File: src/core/rtc_pkg.sv
// Package with constants and types for the clock/calendar core
// What this block does
// - Time and calendar held as BCD values
// - Weekday counts zero to six, wraps
// - Hour format bit picks 24h or 12h/PM
// - Every year divisible by four is leap
// - Total-loss flag set only after both supplies lost
// - After total loss, halted until clock write
// - Backup flag set by hardware, host clears only
// - Alarm flag set on match, host clears only
// - Alarm set during status read survives read
// - Time registers writable only with write enable
// - Valid write ending in STOP starts, realigns tick
// - Oscillator disable selects external timebase
// - Auto-clear drops backup, alarm after status read
// - Frequency output overrides alarm on pin
// - Frequency select field decodes fifteen rates plus off
// - Status register bit layout fixed
// - Clock registers snapshotted at read start
package rtc_pkg;
    localparam logic [4:0] ADDR_SEC = 5'h00;
    localparam logic [4:0] ADDR_MIN = 5'h01;
    localparam logic [4:0] ADDR_HR = 5'h02;
    localparam logic [4:0] ADDR_DATE = 5'h03;
    localparam logic [4:0] ADDR_MTH = 5'h04;
    localparam logic [4:0] ADDR_YEAR = 5'h05;
    localparam logic [4:0] ADDR_WDAY = 5'h06;
    localparam logic [4:0] ADDR_STATUS = 5'h07;
    localparam logic [4:0] ADDR_IRQF = 5'h08;
    localparam int SR_AUTO_CLR = 7;
    localparam int SR_OSC_DIS = 6;
    localparam int SR_WR_EN = 4;
    localparam int SR_ALARM = 2;
    localparam int SR_BACKUP = 1;
    localparam int SR_LOSS = 0;
    localparam int IRQF_PULSE = 7;
    localparam int IRQF_ALM_EN = 6;
    localparam int IRQF_LOWP = 5;
    localparam int IRQF_PIN_OFF = 4;
    localparam logic [7:0] STATUS_RST = 8'h00;
    localparam logic [7:0] IRQF_RST = 8'h00;
    localparam int DIV_W = 20;
    localparam logic [14:0] SEC_WRAP = 15'h7fff;
    localparam logic [1:0] INIT_CYCLES = 2'h3;
    localparam logic [6:0] BCD_59 = 7'h59;
    localparam logic [5:0] HR24_MAX = 6'h23;
    localparam logic [4:0] HR12_TOP = 5'h12;
    localparam logic [4:0] HR12_ELEVEN = 5'h11;
    localparam logic [4:0] HR12_ONE = 5'h01;
    localparam logic [5:0] DATE_ONE = 6'h01;
    localparam logic [4:0] MTH_ONE = 5'h01;
    localparam logic [4:0] MTH_MAX = 5'h12;
    localparam logic [4:0] MTH_FEB = 5'h02;
    localparam logic [7:0] YEAR_MAX = 8'h99;
    localparam logic [2:0] WDAY_MAX = 3'h6;
    localparam logic [3:0] FO_OFF = 4'h0;
    localparam logic [3:0] FO_32K = 4'h1;
    localparam logic [3:0] FO_4K = 4'h2;
    localparam logic [3:0] FO_1K = 4'h3;
    localparam logic [3:0] FO_64 = 4'h4;
    localparam logic [4:0] FO_BIT_OFS = 5'h04;
    typedef enum logic [2:0] {
        RTC_ST_INIT = 3'b001,
        RTC_ST_HALT = 3'b010,
        RTC_ST_RUN = 3'b100
    } rtc_state_t;
    typedef struct packed {
        logic [6:0] sec;
        logic [6:0] min;
        logic hour_format_24;
        logic [5:0] hr;
        logic [5:0] date;
        logic [4:0] mth;
        logic [7:0] year;
        logic [2:0] wday;
    } rtc_time_t;
    typedef struct packed {
        logic [4:0] addr;
        logic [7:0] wdata;
        logic wr;
        logic rd;
        logic rd_start;
        logic stop;
    } rtc_req_t;
endpackage

File: src/core/rtc_core.sv
// Clock/calendar timekeeping, status and control registers
`timescale 1ns/1ps
module rtc_core (
    input wire logic core_clk,
    input wire logic nrst,
    input wire logic clk_en,
    input wire logic xtal_in_pin,
    input wire logic total_loss_in,
    input wire logic backup_mode_in,
    input wire logic alarm_match,
    input wire rtc_pkg::rtc_req_t req,
    output logic [7:0] reg_rdata,
    output logic osc_stop,
    output logic low_power_sel,
    output logic alarm_freq_pin_o,
    output logic alarm_freq_pin_oe,
    output logic clock_running
);
    rtc_pkg::rtc_state_t state_r, state_nxt;
    rtc_pkg::rtc_time_t time_r, time_nxt;
    rtc_pkg::rtc_time_t snap_r, snap_nxt;
    logic [1:0] init_cnt_r, init_cnt_nxt;
    logic [rtc_pkg::DIV_W-1:0] div_r, div_nxt;
    logic [7:0] status_r, status_nxt;
    logic [7:0] irqf_r, irqf_nxt;
    logic [7:0] rdata_nxt;
    logic start_pend_r, start_pend_nxt;
    logic sr_rd_pend_r, sr_rd_pend_nxt;
    logic alm_new_r, alm_new_nxt;
    logic bak_new_r, bak_new_nxt;
    logic drive_r, drive_nxt;
    logic xt_s1, xt_s2, xt_s3;
    logic tl_s1, tl_s2;
    logic bm_s1, bm_s2, bm_s3;
    logic xtal_rise;
    logic bak_rise;
    logic sec_tick;
    logic wr_time;
    logic realign;
    logic fout;
    logic [5:0] last_date;
    logic [4:0] h12;

    function automatic logic [7:0] bcd_inc(input logic [7:0] v);
        if (v[3:0] == 4'h9) begin
            return {v[7:4] + 4'h1, 4'h0};
        end
        return {v[7:4], v[3:0] + 4'h1};
    endfunction

    function automatic logic is_leap(input logic [7:0] y);
        if (y[4]) begin
            return (y[3:0] == 4'h2) || (y[3:0] == 4'h6);
        end
        return (y[3:0] == 4'h0) || (y[3:0] == 4'h4) || (y[3:0] == 4'h8);
    endfunction

    // Input synchronisers and edge detection
    always_ff @(posedge core_clk or negedge nrst) begin
        if (!nrst) begin
            xt_s1 <= 1'b0;
            xt_s2 <= 1'b0;
            xt_s3 <= 1'b0;
            tl_s1 <= 1'b0;
            tl_s2 <= 1'b0;
            bm_s1 <= 1'b0;
            bm_s2 <= 1'b0;
            bm_s3 <= 1'b0;
        end else if (clk_en) begin
            xt_s1 <= xtal_in_pin;
            xt_s2 <= xt_s1;
            xt_s3 <= xt_s2;
            tl_s1 <= total_loss_in;
            tl_s2 <= tl_s1;
            bm_s1 <= backup_mode_in;
            bm_s2 <= bm_s1;
            bm_s3 <= bm_s2;
        end
    end

    assign xtal_rise = xt_s2 & ~xt_s3;
    assign bak_rise = bm_s2 & ~bm_s3;
    assign wr_time = req.wr && (req.addr <= rtc_pkg::ADDR_WDAY) && status_r[rtc_pkg::SR_WR_EN];
    assign realign = req.stop && start_pend_r;
    assign sec_tick = (state_r == rtc_pkg::RTC_ST_RUN) && xtal_rise
        && (div_r[14:0] == rtc_pkg::SEC_WRAP) && !realign;
    assign h12 = time_r.hr[4:0];

    always_comb begin
        case (time_r.mth)
            rtc_pkg::MTH_FEB: last_date = is_leap(time_r.year) ? 6'h29 : 6'h28;
            5'h04, 5'h06, 5'h09, 5'h11: last_date = 6'h30;
            default: last_date = 6'h31;
        endcase
    end

    // Power-up sequencing and run control
    always_comb begin
        state_nxt = state_r;
        init_cnt_nxt = init_cnt_r;
        start_pend_nxt = start_pend_r;
        if (wr_time) begin
            start_pend_nxt = 1'b1;
        end
        if (req.stop) begin
            start_pend_nxt = 1'b0;
        end
        case (state_r)
            rtc_pkg::RTC_ST_INIT: begin
                init_cnt_nxt = init_cnt_r + 2'h1;
                if (init_cnt_r == rtc_pkg::INIT_CYCLES) begin
                    state_nxt = tl_s2 ? rtc_pkg::RTC_ST_HALT : rtc_pkg::RTC_ST_RUN;
                end
            end
            rtc_pkg::RTC_ST_HALT: begin
                if (realign) begin
                    state_nxt = rtc_pkg::RTC_ST_RUN;
                end
            end
            rtc_pkg::RTC_ST_RUN: state_nxt = rtc_pkg::RTC_ST_RUN;
            default: state_nxt = rtc_pkg::RTC_ST_INIT;
        endcase
    end

    always_ff @(posedge core_clk or negedge nrst) begin
        if (!nrst) begin
            state_r <= rtc_pkg::RTC_ST_INIT;
            init_cnt_r <= 2'h0;
            start_pend_r <= 1'b0;
        end else if (clk_en) begin
            state_r <= state_nxt;
            init_cnt_r <= init_cnt_nxt;
            start_pend_r <= start_pend_nxt;
        end
    end

    // Timebase divider, one count per rising timebase edge
    always_comb begin
        div_nxt = div_r;
        if (realign) begin
            div_nxt = '0;
        end else if (xtal_rise) begin
            div_nxt = div_r + 20'h00001;
        end
    end

    always_ff @(posedge core_clk or negedge nrst) begin
        if (!nrst) begin
            div_r <= '0;
        end else if (clk_en) begin
            div_r <= div_nxt;
        end
    end

    // Time and calendar counters
    always_comb begin
        time_nxt = time_r;
        if (sec_tick) begin
            if (time_r.sec != rtc_pkg::BCD_59) begin
                time_nxt.sec = 7'(bcd_inc({1'b0, time_r.sec}));
            end else begin
                time_nxt.sec = 7'h00;
                if (time_r.min != rtc_pkg::BCD_59) begin
                    time_nxt.min = 7'(bcd_inc({1'b0, time_r.min}));
                end else begin
                    time_nxt.min = 7'h00;
                    if (time_r.hour_format_24) begin
                        time_nxt.hr = (time_r.hr == rtc_pkg::HR24_MAX) ? 6'h00 : 6'(bcd_inc({2'b0, time_r.hr}));
                    end else if (h12 == rtc_pkg::HR12_TOP) begin
                        time_nxt.hr = {time_r.hr[5], rtc_pkg::HR12_ONE};
                    end else if (h12 == rtc_pkg::HR12_ELEVEN) begin
                        time_nxt.hr = {~time_r.hr[5], rtc_pkg::HR12_TOP};
                    end else begin
                        time_nxt.hr = {time_r.hr[5], 5'(bcd_inc({3'b0, h12}))};
                    end
                    if ((time_r.hour_format_24 && time_r.hr == rtc_pkg::HR24_MAX)
                        || (!time_r.hour_format_24 && time_r.hr[5] && h12 == rtc_pkg::HR12_ELEVEN)) begin
                        time_nxt.wday = (time_r.wday == rtc_pkg::WDAY_MAX) ? 3'h0 : time_r.wday + 3'h1;
                        if (time_r.date >= last_date) begin
                            time_nxt.date = rtc_pkg::DATE_ONE;
                            if (time_r.mth >= rtc_pkg::MTH_MAX) begin
                                time_nxt.mth = rtc_pkg::MTH_ONE;
                                time_nxt.year = (time_r.year == rtc_pkg::YEAR_MAX) ? 8'h00 : bcd_inc(time_r.year);
                            end else begin
                                time_nxt.mth = 5'(bcd_inc({3'b0, time_r.mth}));
                            end
                        end else begin
                            time_nxt.date = 6'(bcd_inc({2'b0, time_r.date}));
                        end
                    end
                end
            end
        end
        if (wr_time) begin
            case (req.addr)
                rtc_pkg::ADDR_SEC: time_nxt.sec = req.wdata[6:0];
                rtc_pkg::ADDR_MIN: time_nxt.min = req.wdata[6:0];
                rtc_pkg::ADDR_HR: begin
                    time_nxt.hour_format_24 = req.wdata[7];
                    time_nxt.hr = req.wdata[5:0];
                end
                rtc_pkg::ADDR_DATE: time_nxt.date = req.wdata[5:0];
                rtc_pkg::ADDR_MTH: time_nxt.mth = req.wdata[4:0];
                rtc_pkg::ADDR_YEAR: time_nxt.year = req.wdata;
                default: time_nxt.wday = req.wdata[2:0];
            endcase
        end
    end

    always_ff @(posedge core_clk or negedge nrst) begin
        if (!nrst) begin
            time_r <= '0;
        end else if (clk_en) begin
            time_r <= time_nxt;
        end
    end

    // Status and control registers
    always_comb begin
        status_nxt = status_r;
        irqf_nxt = irqf_r;
        sr_rd_pend_nxt = sr_rd_pend_r;
        alm_new_nxt = alm_new_r;
        bak_new_nxt = bak_new_r;
        if (req.rd && req.addr == rtc_pkg::ADDR_STATUS) begin
            sr_rd_pend_nxt = 1'b1;
        end
        if (req.wr) begin
            status_nxt[rtc_pkg::SR_LOSS] = 1'b0;
        end
        if (req.wr && req.addr == rtc_pkg::ADDR_STATUS) begin
            status_nxt[rtc_pkg::SR_AUTO_CLR] = req.wdata[rtc_pkg::SR_AUTO_CLR];
            status_nxt[rtc_pkg::SR_OSC_DIS] = req.wdata[rtc_pkg::SR_OSC_DIS];
            status_nxt[rtc_pkg::SR_WR_EN] = req.wdata[rtc_pkg::SR_WR_EN];
            status_nxt[rtc_pkg::SR_ALARM] = status_r[rtc_pkg::SR_ALARM] & req.wdata[rtc_pkg::SR_ALARM];
            status_nxt[rtc_pkg::SR_BACKUP] = status_r[rtc_pkg::SR_BACKUP] & req.wdata[rtc_pkg::SR_BACKUP];
        end
        if (req.wr && req.addr == rtc_pkg::ADDR_IRQF) begin
            irqf_nxt = req.wdata;
        end
        if (req.stop) begin
            if (sr_rd_pend_r && status_r[rtc_pkg::SR_AUTO_CLR]) begin
                if (!alm_new_r) begin
                    status_nxt[rtc_pkg::SR_ALARM] = 1'b0;
                end
                if (!bak_new_r) begin
                    status_nxt[rtc_pkg::SR_BACKUP] = 1'b0;
                end
            end
            sr_rd_pend_nxt = 1'b0;
            alm_new_nxt = 1'b0;
            bak_new_nxt = 1'b0;
        end
        if (alarm_match && (sr_rd_pend_r || sr_rd_pend_nxt) && !req.stop) begin
            alm_new_nxt = 1'b1;
        end
        if (bak_rise && (sr_rd_pend_r || sr_rd_pend_nxt) && !req.stop) begin
            bak_new_nxt = 1'b1;
        end
        if (alarm_match) begin
            status_nxt[rtc_pkg::SR_ALARM] = 1'b1;
        end
        if (bak_rise) begin
            status_nxt[rtc_pkg::SR_BACKUP] = 1'b1;
        end
        if (state_r == rtc_pkg::RTC_ST_INIT && init_cnt_r == rtc_pkg::INIT_CYCLES && tl_s2) begin
            status_nxt[rtc_pkg::SR_LOSS] = 1'b1;
        end
        status_nxt[5] = 1'b0;
        status_nxt[3] = 1'b0;
    end

    always_ff @(posedge core_clk or negedge nrst) begin
        if (!nrst) begin
            status_r <= rtc_pkg::STATUS_RST;
            irqf_r <= rtc_pkg::IRQF_RST;
            sr_rd_pend_r <= 1'b0;
            alm_new_r <= 1'b0;
            bak_new_r <= 1'b0;
        end else if (clk_en) begin
            status_r <= status_nxt;
            irqf_r <= irqf_nxt;
            sr_rd_pend_r <= sr_rd_pend_nxt;
            alm_new_r <= alm_new_nxt;
            bak_new_r <= bak_new_nxt;
        end
    end

    // Read snapshot and read data
    always_comb begin
        snap_nxt = snap_r;
        if (req.rd_start) begin
            snap_nxt = time_r;
        end
        rdata_nxt = reg_rdata;
        if (req.rd) begin
            if (req.addr == rtc_pkg::ADDR_SEC) begin
                rdata_nxt = {1'b0, snap_r.sec};
            end else if (req.addr == rtc_pkg::ADDR_MIN) begin
                rdata_nxt = {1'b0, snap_r.min};
            end else if (req.addr == rtc_pkg::ADDR_HR) begin
                rdata_nxt = {snap_r.hour_format_24, 1'b0, snap_r.hr};
            end else if (req.addr == rtc_pkg::ADDR_DATE) begin
                rdata_nxt = {2'b0, snap_r.date};
            end else if (req.addr == rtc_pkg::ADDR_MTH) begin
                rdata_nxt = {3'b0, snap_r.mth};
            end else if (req.addr == rtc_pkg::ADDR_YEAR) begin
                rdata_nxt = snap_r.year;
            end else if (req.addr == rtc_pkg::ADDR_WDAY) begin
                rdata_nxt = {5'b0, snap_r.wday};
            end else if (req.addr == rtc_pkg::ADDR_STATUS) begin
                rdata_nxt = status_r;
            end else if (req.addr == rtc_pkg::ADDR_IRQF) begin
                rdata_nxt = irqf_r;
            end else begin
                rdata_nxt = 8'h00;
            end
        end
    end

    always_ff @(posedge core_clk or negedge nrst) begin
        if (!nrst) begin
            snap_r <= '0;
            reg_rdata <= 8'h00;
        end else if (clk_en) begin
            snap_r <= snap_nxt;
            reg_rdata <= rdata_nxt;
        end
    end

    rtc_fout_sel u_fout (
        .core_clk(core_clk),
        .nrst(nrst),
        .clk_en(clk_en),
        .sel(irqf_r[3:0]),
        .xtal_lvl(xt_s2),
        .div(div_r),
        .fout(fout)
    );

    // Open-drain interrupt/frequency pin, active low
    always_comb begin
        if (irqf_r[rtc_pkg::IRQF_PIN_OFF] && bm_s2) begin
            drive_nxt = 1'b0;
        end else if (irqf_r[3:0] != rtc_pkg::FO_OFF) begin
            drive_nxt = ~fout;
        end else begin
            drive_nxt = irqf_r[rtc_pkg::IRQF_ALM_EN] & status_r[rtc_pkg::SR_ALARM];
        end
    end

    always_ff @(posedge core_clk or negedge nrst) begin
        if (!nrst) begin
            drive_r <= 1'b0;
        end else if (clk_en) begin
            drive_r <= drive_nxt;
        end
    end

    assign alarm_freq_pin_o = 1'b0;
    assign alarm_freq_pin_oe = drive_r;
    assign osc_stop = status_r[rtc_pkg::SR_OSC_DIS];
    assign low_power_sel = irqf_r[rtc_pkg::IRQF_LOWP];
    assign clock_running = (state_r == rtc_pkg::RTC_ST_RUN);
endmodule // rtc_core

File: src/core/rtc_fout_sel.sv
// Frequency output selector from the timebase divider
`timescale 1ns/1ps
module rtc_fout_sel (
    input wire logic core_clk,
    input wire logic nrst,
    input wire logic clk_en,
    input wire logic [3:0] sel,
    input wire logic xtal_lvl,
    input wire logic [rtc_pkg::DIV_W-1:0] div,
    output logic fout
);
    logic fout_nxt;
    logic [4:0] bit_idx;

    always_comb begin
        bit_idx = 5'(sel) + rtc_pkg::FO_BIT_OFS;
        case (sel)
            rtc_pkg::FO_OFF: fout_nxt = 1'b1;
            rtc_pkg::FO_32K: fout_nxt = xtal_lvl;
            rtc_pkg::FO_4K: fout_nxt = div[2];
            rtc_pkg::FO_1K: fout_nxt = div[4];
            rtc_pkg::FO_64: fout_nxt = div[8];
            default: fout_nxt = div[bit_idx];
        endcase
    end

    always_ff @(posedge core_clk or negedge nrst) begin
        if (!nrst) begin
            fout <= 1'b1;
        end else if (clk_en) begin
            fout <= fout_nxt;
        end
    end
endmodule // rtc_fout_sel

File: config.mk
export PLATFORM = sky130hd
export DESIGN_NAME = rtc_core
export DESIGN_NICKNAME = d
export VERILOG_FILES = /design/src/core/rtc_pkg.sv /design/src/core/rtc_core.sv /design/src/core/rtc_fout_sel.sv
export SDC_FILE = /design/constraint.sdc
export NUM_CORES = 1
export LEC_CHECK = 0
export BUFFER_PORTS_ARGS = -buffer_cell sky130_fd_sc_hd__clkbuf_2
export CAP_MARGIN = 20
export CORE_MARGIN = 2
export CORE_UTILIZATION = 50
export DETAILED_ROUTE_END_ITERATION = 6
export PLACE_DENSITY_LB_ADDON = 0.15
export SLEW_MARGIN = 20
export SYNTH_ARGS = -nofsm -noshare
export SYNTH_HDL_FRONTEND = slang
export SYNTH_SLANG_ARGS = --single-unit
File: constraint.sdc
create_clock -name core_clk -period 7.9 [get_ports core_clk]
set_input_delay 1.185 -clock core_clk [delete_from_list [all_inputs] [get_ports core_clk]]
set_output_delay 1.185 -clock core_clk [all_outputs]
set_load 0.03 [all_outputs]
==> flow_summary_export.csv <==
group,metric,value,unit
status,status,"finished clean",
synthesis,synth.area.top_cells,"dfrtp_1 (42%), mux2_2 (7.1%), o21ai_0 (4.0%)",
min_path,hold_class,"reg2reg",
synthesis,synth_edf_count,0,
global_routing,grt_pass1_wl,40000,µm
setup_path,path_max_fanout,56,
cts,tritoncts,"built",
synthesis,synth.most_common_cell,"dfrtp_1",
synthesis,netlist_area,8600,µm²
cts,insertion_delay,0.44,ns
synthesis,synthMuxAreaShare,9.62,%
cts,h-tree-depth,4,
detailed_routing,drt_iter0_drc,847,
synthesis,synth_compound_area_share,19.2,%
setup_path,worstPathRequired,8.25,ns
job,drv_cap,0,
timing,report.final.slew_viol_count,0,
synthesis,yosys_warnings,0,
timing,min_period_over_period,47.7,%
setup_path,startpoint,"clk_en",
synthesis,ys_ff_latch,147,
timing,fin_crit,3.77,ns
synthesis,synth-seq-area-share,42.8,%
global_routing,track_usage,28.6,%
cts,clkTransAtPathRegs,0.06,ns
synthesis,synth-main-ff-cell,"dfrtp_1",
timing,setup_viol,0,
place,dpl_cell_area,8810,µm²
timing,tightestPinTransition,1.11,ns
synthesis,synth_xor_area_share,1.53,%
die,die-area,18300,µm²
detailed_routing,drc,0,
min_path,worstHoldStart,"reg_rdata[0]$_DFFE_PN0P_",
setup_path,cp-start-kind,"input pin",
cts,cts_resized,0,
cts,postCtsSetupBuffers,0,
power,leakagePower,3.96,nW
global_routing,grt_overflow_total,0,
timing,fmax,266,MHz
setup_path,path_class,"in2reg",
die,pin_count,37,
place,place_ws,3.72,ns
synthesis,synth-adder-area-share,2.47,%
synthesis,synth_nets,950,
die,coreArea,16700,µm²
timing,layout_setup_ws,4.13,ns
cts,hold_buffers,0,
setup_path,reg2reg_from,"time_r[7]$_DFFE_PN0P_",
synthesis,netlist.area_leader.share,42.2,%
synthesis,synth_top_family_by_area,"simple AND/OR/NAND/NOR gates",
layout,design_area,9400,µm²
timing,max_slew_margin,25.5,%
detailed_routing,viasPerCell,6.53,
detailed_routing,wire_per_inst,22.0,µm
timing,setup_tns,0,ns
cts,numClockSinks,147,
timing,hold_viol_final,0,
synthesis,async_flop_share,100,%
synthesis,synthSimpleGateAreaFrac,19.8,%
layout,instances_no_fill,1142,
layout,drive_gt1_share,16.4,%
place,place_congestion,0.918,
layout,syn_to_final_growth,9.31,%
die,fp.dieH,135,µm
power,powerDensity,202,nW/µm²
die,start_util,51.5,%
die,rows,47,
detailed_routing,drtPass1Iterations,5,
cts,cts_max_path_buffers,2,
detailed_routing,vias,7458,
synthesis,synth.distinct_cells,83,
synthesis,synthCells,909,
global_routing,antenna_found_initial,0,
cts,numCtsBuffers,17,
power,vdd_drop_max,163,µV
layout,antenna_cells,0,
setup_path,endpoint_kind,"flip-flop",
cts,cts-root-buf,"clkbuf_16",
global_routing,grt_pass1_vias,7154,
power,power,1.90,mW
detailed_routing,wirelength,25200,µm
setup_path,cp.arrival,4.12,ns
place,dp.cells,1111,
layout,fillerInstances,1500,
synthesis,syn-mean-instance-area,9.46,µm²
timing,rsz0062_at_grt,"false",
detailed_routing,postRouteAntennaNets,0,
synthesis,synth_largest_area_cell,"dfrtp_1",
place,port_buffers,35,
layout,fin_nets,951,
die,die_w,135,µm
synthesis,synth_common_cells,"dfrtp_1 (145), nand2_1 (87), o21ai_0 (68)",
timing,finClkSkew,0.0114,ns
place,dp_hpwl,17600,µm
global_routing,grt_max_degree,76,
==> worst max-delay path, stage by stage <==
cell	delay [ns]
buf_2	0.62
buf_4	0.63
and3b_1	0.40
nor2_1	0.12
or4_1	0.65
or3_1	0.35
a21oi_1	0.16
==> logic make-up after synthesis <==
logic type | Yosys count
other | 1
flip-flops | 147
AO/OA/AOI/OAI | 254
multiplexers | 68
buffers and inverters | 85
XOR/XNOR | 15
AND/OR/NAND/NOR | 322
adder cells (fa/ha/maj) | 17
==> power breakdown <==
part           switching [mW]  internal [mW]
registers              0.0637          0.804
clock network           0.325          0.481
logic                   0.139         0.0918
total                   0.527           1.38
==> flip-flops by register name, summed over array words and instances (netlist names), 2 cells and up <==
name	count
reg_rdata	8
time_r	38
status_r	6
div_r	20
init_cnt_r	2
h12	5
state_r	3
irqf_r	8
snap_r	43
==> cell type report <==
| class | count | area (µm²) | share of cell area, % |
|---|---|---|---|
| clock buffer | 20 | 457 | 4.86 |
| clock inverter | 11 | 130 | 1.38 |
| inverter | 26 | 97.6 | 1.04 |
| multi-input combinational | 677 | 4530 | 48.2 |
| sequential | 147 | 3680 | 39.2 |
| tap | 220 | 275 | 2.93 |
| timing repair buffer | 41 | 226 | 2.41 |
==> layout by cell type (no fill, tap or decap), drive strengths merged, types with 4 or more instances in the layout <==
master	instances
a22oi	11
nor2	46
o2bb2ai	10
a211oi	10
nor2b	8
and3	16
xor2	11
clkbuf	53
mux4	6
buf	8
xnor2	4
o31ai	7
clkinv	5
a31oi	8
o41ai	4
a21o	10
ha	17
inv	26
nand3	41
o221ai	7
nor4	10
mux2i	8
nand2b	13
a22o	12
clkinvlp	4
nand2	87
a21oi	59
nand4	19
nor3b	8
or2	4
o21a	5
mux2	54
o21ai	69
o22ai	12
nor3	29
and2	4
or3	15
or4	6
dfrtp	145
==> layer usage <==
layer	track usage, %	up-vias	wire length, µm
met1	40.7	3673	11000
li1	-	3390	-
met4	10.7	0	780
met2	42.8	350	11100
met3	6.70	45	2240
met5	0	-	0
==> per-stage QoR <==
step	hold slack (ns)	util [%]
global placement	0.460	52.7
floorplan	0.441	-
CTS	0.480	56.3
finish	0.476	56.3
global route	0.498	56.3
detailed placement	0.467	52.7
==> worst paths after layout <==
path,cells after the start,slack [ns],to
hold / removal,1,0.48,reg_rdata[0]$_DFFE_PN0P_
setup / recovery,7,4.13,div_r[16]$_DFFE_PN0P_
max in group asynchronous,2,5.64,snap_r[3]$_DFFE_PN0P_
hold reg to reg,1,0.48,reg_rdata[0]$_DFFE_PN0P_
setup reg to reg,12,4.51,time_r[3]$_DFFE_PN0P_
min in group asynchronous,1,0.75,snap_r[34]$_DFFE_PN0P_
No activity file was read; power rests on OpenSTA's default activity.
